`src/design/pps_pkg.sv`:
```
// constants and types of the profile position command and status block
`default_nettype none
package pps_pkg;
    // object indices
    localparam logic [15:0] IDX_CMD = 16'h6040;
    localparam logic [15:0] IDX_STATE = 16'h6041;
    localparam logic [15:0] IDX_MODE = 16'h6060;
    localparam logic [15:0] IDX_MODE_SHOW = 16'h6061;
    localparam logic [15:0] IDX_POS_FB = 16'h6064;
    localparam logic [15:0] IDX_FERR_LIM = 16'h6065;
    localparam logic [15:0] IDX_TARGET = 16'h607A;
    localparam logic [15:0] IDX_SPEED = 16'h6081;
    localparam logic [15:0] IDX_ACCEL = 16'h6083;
    localparam logic [15:0] IDX_DECEL = 16'h6084;
    localparam logic [15:0] IDX_FAMILY = 16'h2000;
    localparam logic [15:0] IDX_START_SPEED = 16'h2001;
    // reset values
    localparam logic [15:0] CMD_RST = 16'h0000;
    localparam logic [7:0] MODE_RST = 8'h00;
    localparam logic [31:0] FERR_LIM_RST = 32'h0030_0000;
    localparam logic [31:0] TARGET_RST = 32'h0000_0000;
    localparam logic [31:0] SPEED_RST = 32'h001A_AAAB;
    localparam logic [31:0] ACCEL_RST = 32'h682A_AAAB;
    localparam logic [31:0] DECEL_RST = 32'h682A_AAAB;
    localparam logic [31:0] START_SPEED_RST = 32'h0000_0000;
    // operating family codes
    localparam logic [7:0] FAM_POSITION = 8'h00;
    localparam logic [7:0] FAM_SPEED = 8'h01;
    localparam logic [7:0] FAM_TORQUE = 8'h02;
    localparam logic [7:0] FAM_FIELDBUS = 8'h0A;
    localparam logic [7:0] FAMILY_RST = FAM_FIELDBUS;
    // mode of operation code
    localparam logic [7:0] MODE_PROFILE_POS = 8'h01;
    // command word bits
    localparam int CW_SWITCH_ON = 0;
    localparam int CW_EN_VOLT = 1;
    localparam int CW_QSTOP = 2;
    localparam int CW_OP_EN = 3;
    localparam int CW_NEW_SP = 4;
    localparam int CW_IMMED = 5;
    localparam int CW_REL = 6;
    localparam int CW_FAULT_RST = 7;
    localparam int CW_HALT = 8;
    // state word bits
    localparam int SW_READY = 0;
    localparam int SW_SWITCHED_ON = 1;
    localparam int SW_OP_EN = 2;
    localparam int SW_FAULT = 3;
    localparam int SW_VOLT = 4;
    localparam int SW_QSTOP_N = 5;
    localparam int SW_ON_DISABLED = 6;
    localparam int SW_ALARM = 7;
    localparam int SW_REMOTE = 9;
    localparam int SW_REACHED = 10;
    localparam int SW_LIMIT = 11;
    localparam int SW_SP_BUSY = 12;
    localparam int SW_FERR = 13;
    localparam int SW_HOMED = 15;
    typedef enum logic [2:0] {
        ST_DISABLED,
        ST_READY,
        ST_SWITCHED_ON,
        ST_ENABLED,
        ST_QSTOP,
        ST_FAULT
    } pps_state_t;
endpackage
`default_nettype wire

```
`src/design/pps_ctrl.sv`:
```
// profile position command word, move latching and state word
`default_nettype none
// Overview of operation
// (RQ1) family select codes 0 position, 1 speed, 2 torque, 10 fieldbus; default 10
// (RQ2) host writes 1 to mode object before commanding moves
// (RQ3) drive enabled only while command bits 0 to 3 are all one
// (RQ4) clearing command bit 2 requests a quick stop
// (RQ5) rising bit 4 latches target, start speed, speed, accel and decel
// (RQ6) bit 5 zero queues the move; one aborts current and starts new
// (RQ7) bit 6 zero absolute target, one relative increment
// (RQ8) one fault reset per rising edge of bit 7
// (RQ9) while bit 7 is one all other commands are ignored; here bit 8 still drives halt_req while enabled
// (RQ10) bit 8 one halts motion; zero releases the halt
// (RQ11) state bits 0,1,2,4,6 show the enable handshake
// (RQ12) state bit 3 shows fault, bit 7 shows alarm
// (RQ13) state bit 5 is zero while quick stop is active
// (RQ14) state bit 9 set once the command word has taken effect
// (RQ15) state bit 10 always reads one
// (RQ16) state bit 11 shows software position limit reached
// (RQ17) state bit 12 zero when a new move can be accepted
// (RQ18) state bit 13 one when following error exceeds threshold
// (RQ19) state bit 15 one after homing completed
// (RQ20) following error threshold is 32 bit read write, default 3145728
// (RQ21) state bits 8 and 14 read zero
// (RQ22) edges found by comparing each written command to previous value
module pps_ctrl
    import pps_pkg::*;
#(
    parameter int PW = 32
) (
    input wire logic clk_sys,
    input wire logic rst_n,
    input wire logic obj_wr_en,
    input wire logic obj_rd_en,
    input wire logic [15:0] obj_index,
    input wire logic [31:0] obj_wdata,
    output logic [31:0] obj_rdata,
    output logic obj_rvalid,
    output logic obj_rerr,
    input wire logic fault_in,
    input wire logic alarm_in,
    input wire logic sw_limit_in,
    input wire logic homing_done_in,
    input wire logic axis_stopped_in,
    input wire logic move_done_in,
    input wire logic [PW-1:0] pos_demand,
    input wire logic [PW-1:0] pos_feedback,
    output logic [PW-1:0] move_target,
    output logic move_relative,
    output logic [31:0] move_start_speed,
    output logic [31:0] move_speed,
    output logic [31:0] move_accel,
    output logic [31:0] move_decel,
    output logic move_start,
    output logic move_abort,
    output logic drive_enable,
    output logic quick_stop_req,
    output logic halt_req,
    output logic fault_reset,
    output logic [7:0] operating_family_select,
    output logic [15:0] drive_state_word
);
    logic [15:0] cmd_reg, cmd_next;
    logic [7:0] mode_reg, mode_next;
    logic [7:0] family_reg, family_next;
    logic [31:0] ferr_lim_reg, ferr_lim_next;
    logic [PW-1:0] target_reg, target_next;
    logic [31:0] sspeed_reg, sspeed_next;
    logic [31:0] speed_reg, speed_next;
    logic [31:0] accel_reg, accel_next;
    logic [31:0] decel_reg, decel_next;
    logic sp_edge_reg, sp_edge_next;
    logic frst_reg, frst_next;
    logic remote_reg, remote_next;
    logic [31:0] rdata_reg, rdata_next;
    logic rvalid_reg, rvalid_next;
    logic rerr_reg, rerr_next;
    logic ferr_hit;

    // object writes and command edges
    always_comb begin
        cmd_next = cmd_reg;
        mode_next = mode_reg;
        family_next = family_reg;
        ferr_lim_next = ferr_lim_reg;
        target_next = target_reg;
        sspeed_next = sspeed_reg;
        speed_next = speed_reg;
        accel_next = accel_reg;
        decel_next = decel_reg;
        sp_edge_next = 1'b0;
        frst_next = 1'b0;
        remote_next = remote_reg;
        if (obj_wr_en) begin
            unique case (obj_index)
                IDX_CMD: begin
                    cmd_next = obj_wdata[15:0];
                    remote_next = 1'b1; // RQ14
                    frst_next = obj_wdata[CW_FAULT_RST] & ~cmd_reg[CW_FAULT_RST]; // RQ8 RQ22
                    sp_edge_next = obj_wdata[CW_NEW_SP] & ~cmd_reg[CW_NEW_SP] & ~obj_wdata[CW_FAULT_RST]; // RQ5 RQ9 RQ22
                end
                IDX_MODE: mode_next = obj_wdata[7:0];
                IDX_FAMILY: if (obj_wdata[7:0] inside {FAM_POSITION, FAM_SPEED, FAM_TORQUE, FAM_FIELDBUS}) begin
                    family_next = obj_wdata[7:0]; // RQ1
                end
                IDX_FERR_LIM: ferr_lim_next = obj_wdata; // RQ20
                IDX_TARGET: target_next = obj_wdata[PW-1:0];
                IDX_START_SPEED: sspeed_next = obj_wdata;
                IDX_SPEED: speed_next = obj_wdata;
                IDX_ACCEL: accel_next = obj_wdata;
                IDX_DECEL: decel_next = obj_wdata;
                default: ;
            endcase
        end
    end

    always_ff @(posedge clk_sys) begin
        if (!rst_n) begin
            cmd_reg <= CMD_RST;
            mode_reg <= MODE_RST;
            family_reg <= FAMILY_RST;
            ferr_lim_reg <= FERR_LIM_RST;
            target_reg <= TARGET_RST[PW-1:0];
            sspeed_reg <= START_SPEED_RST;
            {speed_reg, accel_reg, decel_reg} <= {SPEED_RST, ACCEL_RST, DECEL_RST};
            {sp_edge_reg, frst_reg, remote_reg} <= 3'b000;
        end else begin
            cmd_reg <= cmd_next;
            mode_reg <= mode_next;
            family_reg <= family_next;
            ferr_lim_reg <= ferr_lim_next;
            target_reg <= target_next;
            sspeed_reg <= sspeed_next;
            {speed_reg, accel_reg, decel_reg} <= {speed_next, accel_next, decel_next};
            {sp_edge_reg, frst_reg, remote_reg} <= {sp_edge_next, frst_next, remote_next};
        end
    end

    // enable handshake
    pps_state_t st_reg, st_next;
    logic fault_reg, fault_next;

    always_comb begin
        fault_next = fault_in | (fault_reg & ~frst_reg); // RQ8
        st_next = st_reg;
        unique case (st_reg)
            ST_FAULT: if (!fault_reg) st_next = ST_DISABLED;
            default: begin
                if (fault_reg) begin
                    st_next = ST_FAULT;
                end else if (!cmd_reg[CW_FAULT_RST]) begin // RQ9
                    unique case (st_reg)
                        ST_DISABLED: if (cmd_reg[CW_EN_VOLT] && cmd_reg[CW_QSTOP]) st_next = ST_READY;
                        ST_READY: begin
                            if (!cmd_reg[CW_EN_VOLT] || !cmd_reg[CW_QSTOP]) st_next = ST_DISABLED;
                            else if (cmd_reg[CW_SWITCH_ON]) st_next = ST_SWITCHED_ON;
                        end
                        ST_SWITCHED_ON: begin
                            if (!cmd_reg[CW_EN_VOLT] || !cmd_reg[CW_QSTOP]) st_next = ST_DISABLED;
                            else if (!cmd_reg[CW_SWITCH_ON]) st_next = ST_READY;
                            else if (cmd_reg[CW_OP_EN]) st_next = ST_ENABLED; // RQ3
                        end
                        ST_ENABLED: begin
                            if (!cmd_reg[CW_EN_VOLT]) st_next = ST_DISABLED;
                            else if (!cmd_reg[CW_QSTOP]) st_next = ST_QSTOP; // RQ4
                            else if (!cmd_reg[CW_SWITCH_ON]) st_next = ST_READY;
                            else if (!cmd_reg[CW_OP_EN]) st_next = ST_SWITCHED_ON; // RQ3
                        end
                        ST_QSTOP: if (!cmd_reg[CW_EN_VOLT] || axis_stopped_in) st_next = ST_DISABLED;
                        default: ;
                    endcase
                end
            end
        endcase
    end

    always_ff @(posedge clk_sys) begin
        if (!rst_n) begin
            st_reg <= ST_DISABLED;
            fault_reg <= 1'b0;
        end else begin
            st_reg <= st_next;
            fault_reg <= fault_next;
        end
    end

    // move latching and queueing
    logic op_ok, halt;
    logic active_reg, active_next;
    logic pend_reg, pend_next;
    logic [PW-1:0] p_target_reg, p_target_next, o_target_reg, o_target_next;
    logic p_rel_reg, p_rel_next, o_rel_reg, o_rel_next;
    logic [31:0] p_ss_reg, p_ss_next, o_ss_reg, o_ss_next;
    logic [31:0] p_sp_reg, p_sp_next, o_sp_reg, o_sp_next;
    logic [31:0] p_ac_reg, p_ac_next, o_ac_reg, o_ac_next;
    logic [31:0] p_dc_reg, p_dc_next, o_dc_reg, o_dc_next;
    logic start_reg, start_next, abort_reg, abort_next;
    logic idle;

    always_comb begin
        op_ok = (st_reg == ST_ENABLED) && (mode_reg == MODE_PROFILE_POS) && !cmd_reg[CW_FAULT_RST]; // RQ2 RQ3 RQ9
        halt = cmd_reg[CW_HALT]; // RQ10
        active_next = active_reg;
        pend_next = pend_reg;
        {p_target_next, p_rel_next, p_ss_next, p_sp_next, p_ac_next, p_dc_next} =
            {p_target_reg, p_rel_reg, p_ss_reg, p_sp_reg, p_ac_reg, p_dc_reg};
        {o_target_next, o_rel_next, o_ss_next, o_sp_next, o_ac_next, o_dc_next} =
            {o_target_reg, o_rel_reg, o_ss_reg, o_sp_reg, o_ac_reg, o_dc_reg};
        start_next = 1'b0;
        abort_next = 1'b0;
        idle = 1'b0;
        if (!op_ok) begin
            active_next = 1'b0;
            pend_next = 1'b0;
            abort_next = active_reg;
        end else begin
            if (move_done_in) active_next = 1'b0;
            idle = !active_next && !halt;
            if (sp_edge_reg) begin
                if ((cmd_reg[CW_IMMED] || idle) && !halt) begin // RQ6
                    {o_target_next, o_rel_next, o_ss_next, o_sp_next, o_ac_next, o_dc_next} =
                        {target_reg, cmd_reg[CW_REL], sspeed_reg, speed_reg, accel_reg, decel_reg}; // RQ5 RQ7
                    start_next = 1'b1;
                    abort_next = active_next; // RQ6
                    active_next = 1'b1;
                    pend_next = 1'b0;
                end else if (!pend_reg) begin
                    {p_target_next, p_rel_next, p_ss_next, p_sp_next, p_ac_next, p_dc_next} =
                        {target_reg, cmd_reg[CW_REL], sspeed_reg, speed_reg, accel_reg, decel_reg}; // RQ5 RQ7
                    pend_next = 1'b1; // RQ6
                end
            end else if (pend_reg && idle) begin
                {o_target_next, o_rel_next, o_ss_next, o_sp_next, o_ac_next, o_dc_next} =
                    {p_target_reg, p_rel_reg, p_ss_reg, p_sp_reg, p_ac_reg, p_dc_reg}; // RQ6
                start_next = 1'b1;
                active_next = 1'b1;
                pend_next = 1'b0;
            end
        end
    end

    always_ff @(posedge clk_sys) begin
        if (!rst_n) begin
            {active_reg, pend_reg} <= 2'b00;
            {p_target_reg, p_rel_reg, p_ss_reg, p_sp_reg, p_ac_reg, p_dc_reg} <= '0;
            {o_target_reg, o_rel_reg, o_ss_reg, o_sp_reg, o_ac_reg, o_dc_reg} <= '0;
            {start_reg, abort_reg} <= 2'b00;
        end else begin
            {active_reg, pend_reg} <= {active_next, pend_next};
            {p_target_reg, p_rel_reg, p_ss_reg, p_sp_reg, p_ac_reg, p_dc_reg} <=
                {p_target_next, p_rel_next, p_ss_next, p_sp_next, p_ac_next, p_dc_next};
            {o_target_reg, o_rel_reg, o_ss_reg, o_sp_reg, o_ac_reg, o_dc_reg} <=
                {o_target_next, o_rel_next, o_ss_next, o_sp_next, o_ac_next, o_dc_next};
            {start_reg, abort_reg} <= {start_next, abort_next};
        end
    end

    pps_follow_err #(
        .W(PW)
    ) u_ferr (
        .clk_sys(clk_sys),
        .rst_n(rst_n),
        .pos_demand(pos_demand),
        .pos_feedback(pos_feedback),
        .limit(ferr_lim_reg[PW-1:0]),
        .exceeded(ferr_hit)
    );
    // state word and drive outputs
    logic [15:0] sw_reg, sw_next;
    logic en_reg, en_next, qs_reg, qs_next, halt_reg, halt_next;

    always_comb begin
        sw_next = 16'h0000; // RQ21
        sw_next[SW_READY] = (st_reg == ST_READY) || (st_reg == ST_SWITCHED_ON) || (st_reg == ST_ENABLED); // RQ11
        sw_next[SW_SWITCHED_ON] = (st_reg == ST_SWITCHED_ON) || (st_reg == ST_ENABLED); // RQ11
        sw_next[SW_OP_EN] = (st_reg == ST_ENABLED); // RQ11
        sw_next[SW_FAULT] = fault_reg; // RQ12
        sw_next[SW_VOLT] = cmd_reg[CW_EN_VOLT] && (st_reg != ST_DISABLED) && (st_reg != ST_FAULT); // RQ11
        sw_next[SW_QSTOP_N] = (st_reg != ST_QSTOP); // RQ13
        sw_next[SW_ON_DISABLED] = (st_reg == ST_DISABLED); // RQ11
        sw_next[SW_ALARM] = alarm_in; // RQ12
        sw_next[SW_REMOTE] = remote_reg; // RQ14
        sw_next[SW_REACHED] = 1'b1; // RQ15
        sw_next[SW_LIMIT] = sw_limit_in; // RQ16
        sw_next[SW_SP_BUSY] = pend_next || !op_ok; // RQ17
        sw_next[SW_FERR] = ferr_hit; // RQ18
        sw_next[SW_HOMED] = homing_done_in; // RQ19
        en_next = (st_next == ST_ENABLED); // RQ3
        qs_next = (st_next == ST_QSTOP); // RQ4
        halt_next = cmd_reg[CW_HALT] && (st_reg == ST_ENABLED); // RQ10
    end

    always_ff @(posedge clk_sys) begin
        if (!rst_n) begin
            {sw_reg, en_reg, qs_reg, halt_reg} <= 19'h00000;
        end else begin
            {sw_reg, en_reg, qs_reg, halt_reg} <= {sw_next, en_next, qs_next, halt_next};
        end
    end

    // object reads
    always_comb begin
        rdata_next = rdata_reg;
        rvalid_next = obj_rd_en;
        rerr_next = 1'b0;
        if (obj_rd_en) begin
            rdata_next = 32'h0000_0000;
            unique case (obj_index)
                IDX_CMD: rdata_next = {16'h0000, cmd_reg};
                IDX_STATE: rdata_next = {16'h0000, sw_reg};
                IDX_MODE, IDX_MODE_SHOW: rdata_next = {24'h00_0000, mode_reg};
                IDX_POS_FB: rdata_next = 32'(pos_feedback);
                IDX_FERR_LIM: rdata_next = ferr_lim_reg;
                IDX_TARGET: rdata_next = 32'(target_reg);
                IDX_START_SPEED: rdata_next = sspeed_reg;
                IDX_SPEED: rdata_next = speed_reg;
                IDX_ACCEL: rdata_next = accel_reg;
                IDX_DECEL: rdata_next = decel_reg;
                IDX_FAMILY: rdata_next = {24'h00_0000, family_reg};
                default: rerr_next = 1'b1;
            endcase
        end
    end

    always_ff @(posedge clk_sys) begin
        if (!rst_n) begin
            {rdata_reg, rvalid_reg, rerr_reg} <= 34'h000000000;
        end else begin
            {rdata_reg, rvalid_reg, rerr_reg} <= {rdata_next, rvalid_next, rerr_next};
        end
    end
    assign {obj_rdata, obj_rvalid, obj_rerr} = {rdata_reg, rvalid_reg, rerr_reg};
    assign {move_target, move_relative, move_start_speed, move_speed, move_accel, move_decel} =
        {o_target_reg, o_rel_reg, o_ss_reg, o_sp_reg, o_ac_reg, o_dc_reg};
    assign {move_start, move_abort, drive_enable, quick_stop_req, halt_req, fault_reset} =
        {start_reg, abort_reg, en_reg, qs_reg, halt_reg, frst_reg};
    assign {operating_family_select, drive_state_word} = {family_reg, sw_reg};
endmodule
`default_nettype wire

```
`src/design/pps_follow_err.sv`:
```
// following error monitor against a threshold
`default_nettype none
module pps_follow_err
    import pps_pkg::*;
#(
    parameter int W = 32
) (
    input wire logic clk_sys,
    input wire logic rst_n,
    input wire logic [W-1:0] pos_demand,
    input wire logic [W-1:0] pos_feedback,
    input wire logic [W-1:0] limit,
    output logic exceeded
);
    logic exceeded_reg;
    logic exceeded_next;

    // magnitude of a signed difference
    function automatic logic [W:0] abs_diff(input logic [W-1:0] a, input logic [W-1:0] b);
        logic [W:0] d;
        d = {a[W-1], a} - {b[W-1], b};
        abs_diff = d[W] ? (~d + 1'b1) : d;
    endfunction

    always_comb begin
        exceeded_next = abs_diff(pos_demand, pos_feedback) > {1'b0, limit}; // RQ18
    end

    always_ff @(posedge clk_sys) begin
        if (!rst_n) begin
            exceeded_reg <= 1'b0;
        end else begin
            exceeded_reg <= exceeded_next;
        end
    end

    assign exceeded = exceeded_reg;
endmodule
`default_nettype wire

```
`config.mk`:
```
export PLATFORM = sky130hd
export DESIGN_NAME = pps_ctrl
export DESIGN_NICKNAME = d
export VERILOG_FILES = /design/src/design/pps_pkg.sv /design/src/design/pps_ctrl.sv /design/src/design/pps_follow_err.sv
export SDC_FILE = /design/constraint.sdc
export NUM_CORES = 1
export LEC_CHECK = 0
export ABC_CLOCK_PERIOD_IN_PS = 6500
export BUFFER_PORTS_ARGS = -buffer_cell sky130_fd_sc_hd__buf_2
export CELL_PAD_IN_SITES_DETAIL_PLACEMENT = 1
export CELL_PAD_IN_SITES_GLOBAL_PLACEMENT = 1
export CORE_ASPECT_RATIO = 1.1
export CORE_MARGIN = 4
export CORE_UTILIZATION = 43
export DETAILED_ROUTE_END_ITERATION = 7
export PLACE_DENSITY_LB_ADDON = 0.08
export SYNTH_ARGS = -nofsm -noshare
export SYNTH_HDL_FRONTEND = slang
export SYNTH_SLANG_ARGS = --single-unit
export TNS_END_PERCENT = 30
```
`constraint.sdc`:
```
create_clock -name clk_sys -period 6.5 [get_ports clk_sys]
set_input_delay 0.65 -clock clk_sys [delete_from_list [all_inputs] [get_ports clk_sys]]
set_output_delay 0.65 -clock clk_sys [all_outputs]
set_load 0.02 [all_outputs]
```
; ---- Word-level counts from Yosys, hierarchy flattened
; Index checks and enable logic that the tools add are counted.
[totals]
out_inout_bits = 225
regBits = 611
inputBits = 122
elab_cells = 176
[op_classes]
eq_ne = 26
n_lt_le_gt_ge = 1
n_reduce_logical = 43
mux = 53
bitwise_logic = 12
add_sub_neg = 2
[ops]
columns = operator, n
row1 = $mux 32, 15
row2 = $pmux 32 s11, 1
row3 = $eq 16x15->1 const B, 10
row4 = $mux 3, 15
row5 = $add 33x1->33 const B, 1
row6 = $gt 33x32->1, 1
row7 = $mux 33, 1
row8 = $not 33->33, 1
row9 = $sub 32x32->33, 1
row10 = $eq 16x14->1 const B, 2
row11 = $reduce_and 2->1, 10
row12 = $mux 1, 19
row13 = $eq 8x1->1 const B, 2
row14 = $pmux 3 s5, 1
row15 = $reduce_or 12->1, 1
row16 = $mux 11, 1
row17 = $eq 3x2->1 const B, 3
row18 = $eq 3x3->1 const B, 3
row19 = $logic_and 1x1->1, 9
row20 = $reduce_and 3->1, 3
row21 = $eq 8x2->1 const B, 1
row22 = $eq 8x4->1 const B, 1
row23 = $logic_not 8->1, 1
row24 = $logic_or 1x1->1, 7
row25 = 13 further kinds, 27

; ---- Logic depth before layout (Yosys ltp)
[logic_depth]
ltp_word = 12
mapped_depth = 23

; ---- Cells and area by module
; A second synthesis with hierarchy kept.
[unflattened]
cells_unflattened = 3424
area_unflattened_um2 = 29126.7
[modules_own_cells]
columns = mod, cells_per_inst, area_each_um2, instances
row1 = pps_ctrl, 2874, 25446.9, 1
row2 = pps_follow_err, 550, 3679.8, 1

; ---- Least setup slack after synthesis
; Ideal clock, no wire load.
[synth_path]
path_type = input -> register
startpoint = input port pos_demand[0]
endpoint = register u_ferr.exceeded_reg (netlist: u_ferr.exceeded)
path_buffers = 1
t_required_ns = 6.369
arrival_time_ns = 4.693
path_slack_ns = 1.676
cell_stages = 23
path_cell_list = inv_1 -> ha_1 -> fa_1 -> nor2b_1 -> o2111ai_1 -> a21boi_0 -> o211ai_1 -> a221oi_1 -> and3_1 -> o22a_1 -> clkbuf_1 -> nor2_1 -> xnor2_1 -> ha_1 -> a21o_1 -> a21o_1 -> a21oi_1 -> o211ai_1 -> a21oi_1 -> nor2b_1 -> o221a_2 -> o21ai_0 -> o41ai_2
[synth_between]
elab_chain_cells = 5
[synth_lines]
columns = element, line
row1 = start: declaration, pps_ctrl.sv:46  ; input wire logic [PW-1:0] pos_demand,
row2 = $sub 32x32->33 *, pps_follow_err.sv:21  ; d = {a[W-1], a} - {b[W-1], b};
row3 = $not 33->33, pps_follow_err.sv:22  ; abs_diff = d[W] ? (~d + 1'b1) : d;
row4 = $add 33x1->33, pps_follow_err.sv:22
row5 = $mux 33 *, pps_follow_err.sv:22
row6 = $gt 33x32->1 *, pps_follow_err.sv:26  ; exceeded_next = abs_diff(pos_demand, pos_feedback) > {1'b0, limit};
row7 = end signal: assignment, pps_follow_err.sv:33  ; exceeded_reg <= exceeded_next;
row8 = end: declaration, pps_follow_err.sv:15  ; logic exceeded_reg;
; Mark *: on every way between the ends. The rest lies on a longest branch, timed or not.
; A chain may end at the register's enable or synchronous reset.

; ---- Final worst setup path
; Same ends and word-level chain as after synthesis.

==> metrics.yaml <==
run_status:
  status: "completed"
final_layout:
  nets: 3840
  drive_gt1_frac: 0.139
  fin_cells: 4537
  utilization: 0.508
  syn2layout_area_growth_pct: 16.1
  final_cell_mix: "882 x nand2_1, 608 x dfxtp_1, 411 x a21oi_1"
  nFillCells: 7636
  final_common_cell: "nand2_1"
yosys:
  synthMuxAreaShare: 0.0660
  postSynthCellCount: 3460
  ys.flop_type: "dfxtp_1"
  synth_xor_area_frac: 0.0166
  synth_compound_area_frac: 0.198
  synth-seq-cells: 609
  ys_seq_area_frac: 0.444
  yosysTopAreaCell: "dfxtp_1"
  syn_area_mm2: 0.0275
  synthTopCellsByArea: "dfxtp_1 44%, nand2_1 12%, a21oi_1 7.5%"
  synth_top_area_share: 0.444
  ys_types: 75
  ys_warn_count: 0
  synth-simple-area-share: 0.198
  synth_top_family_by_area: "simple AND/OR/NAND/NOR gates"
  synth_edf_count: 0
  synthArstFlopShare: 0
  synth.avg_cell_area_um2: 7.94
  synthAdderAreaFrac: 0.0303
power_and_ir_drop:
  power.density_mw_per_mm2: 267
  p_leak_nw: 11.3
  power_mw: 8.52
  ir_drop_uv: 220
clock_tree:
  tritoncts: "built"
  cts.clk_slew.worst_paths_ps: 70
  post_cts_resized: 0
  htreeDepth: 3
  ctsRootBufferMaster: "clkbuf_16"
  clock_path_buffers: 3
  clock_latency_ps: 620
  numCtsBuffers: 66
  ctsHoldBuffers: 0
  cts_sinks: 609
  post_cts.repair.setup_buffers: 0
placement:
  dp_cells: 4417
  place_ws_ps: 655
  dp_hpwl_um: 79600
  numPortBuffers: 344
  gp_congestion: 0.886
floorplanning:
  rows: 96
  die_w_um: 249
  start_util: 0.437
  io_pins: 347
  die_y_um: 273
  core_mm2: 0.0628
  dieArea_mm2: 0.0680
sta:
  clock_skew_ps: 27.9
  tns_ps: 0
  worst_pin_slew_ps: 1200
  setup_viol: 0
  slew_violations: 0
  rsz0062_at_grt: "no"
  setup_slack_ps: 1170
  hold_violations: 0
  slew_headroom: 0.196
  max_freq_mhz: 188
  period_share: 0.820
  min_period_ps: 5330
critical_path:
  worst-path-buf-inv: 2
  crit_path_max_incr_delay_ps: 670
  crit_path_end_kind: "flip-flop"
  crit_fanout: 5
  crit_family: "compound AO/OA/AOI/OAI gates"
  critical_path.cell_chain: "buf_2 > inv_1 > ha_1 > fa_1 > nor2b_1 > o2111ai_1 > a21oi_1 > o21ai_0 > a2111oi_0 > nor4bb_1 > nand4_1 > o21ai_0 > xnor2_1 > ha_1 > a21o_1 > a211oi_1 > o211ai_1 > o221a_2 > o21ai_0 > o41ai_2"
  criticalPathCategory: "input pin to flip-flop"
  worstPathArrival_ps: 5790
  crit_path_frequent_cell: "o21ai_0"
  start_kind: "input pin"
  critPathRequiredTime_ps: 6950
  critPathSlowestCell: "nor4bb_1"
grt:
  grt_pass1_wl_um: 165000
  grt_pass1_vias: 26700
  antenna_found_initial: 4
  grt-ovfl-total: 0
  grt_max_degree: 192
  grt_usage: 0.311
detailed_routing:
  vias: 26500
  via_per_inst: 5.85
  drcViolationCount: 0
  dr.pass1.iters: 5
  drt_iter0_drc: 1989
  wl_um: 111000
  wire_per_inst_um: 24.4
  antenna_left: 0
run:
  max_cap_violations: 0
worst_hold_path:
  hp-class: "input pin to flip-flop"
==> per-layer routing <==
layer | global-route usage | share of wire | up-vias
li1 | - | - | 12400
met1 | 0.387 | 0.41 | 13100
met2 | 0.531 | 0.48 | 877
met3 | 0.0616 | 0.068 | 207
met4 | 0.129 | 0.043 | 2
met5 | 0 | 0.00012 | -
==> stage by stage <==
step | cell area (um2) | hold WS, ps
2_1_floorplan | 27500 | 412
3_3_place_gp | 29700 | 428
3_5_place_dp | 29700 | 439
5_1_grt | 31900 | 242
6_report | 31900 | 239
4_1_cts | 31900 | 211
==> final timing paths <==
kind                 start                   end  slack, ps  depth (start not counted)
max reg2reg    sp_edge_reg   move_start_speed[4]       2790                          6
min            sw_limit_in  drive_state_word[11]        240                          2
max          pos_demand[0]       u_ferr.exceeded       1170                         20
min reg2reg   p_sp_reg[12]          p_sp_reg[12]        450                          2
==> cell usage after synthesis (19+ instances only) <==
| library cell | n |
|---|---|
| ha_1 | 65 |
| a21oi_1 | 411 |
| xnor2_1 | 38 |
| a31oi_1 | 19 |
| nand2_1 | 882 |
| a211oi_1 | 171 |
| inv_1 | 82 |
| o21ai_0 | 105 |
| clkbuf_1 | 247 |
| mux2i_1 | 181 |
| a22oi_1 | 40 |
| dfxtp_1 | 609 |
| nor2_1 | 232 |
| nor3_1 | 31 |
| a221oi_1 | 35 |
| nand3_1 | 84 |
| nand4_1 | 21 |
==> logic make-up (layout without fill, tap and decap cells) <==
| group | after synthesis | after routing |
|---|---|---|
| other cells | 1 | 6 |
| simple gates | 1328 | 1328 |
| compound gates | 881 | 881 |
| fa+ha+maj | 66 | 66 |
| buf+inv | 342 | 581 |
| mux | 181 | 181 |
| flops | 609 | 609 |
| xor+xnor | 52 | 52 |
==> final cells by class <==
cell class / instances / area (um2) / area share
tap: 833 / 1040 / 0.0327
clock buffer: 102 / 2050 / 0.0643
inverter: 84 / 323 / 0.0101
antenna: 4 / 10.0 / 0.000314
clock inverter: 14 / 174 / 0.00545
multi-input combinational: 2510 / 14100 / 0.441
timing repair buffer: 381 / 2030 / 0.0635
sequential: 609 / 12200 / 0.382
==> where the power goes <==
group          internal [mW]  total [mW]  switching (mW)
clock                   2.27        3.90            1.63
sequential              3.75        3.77          0.0183
combinational          0.295       0.856           0.561
Power figures use the tool's default switching activity.
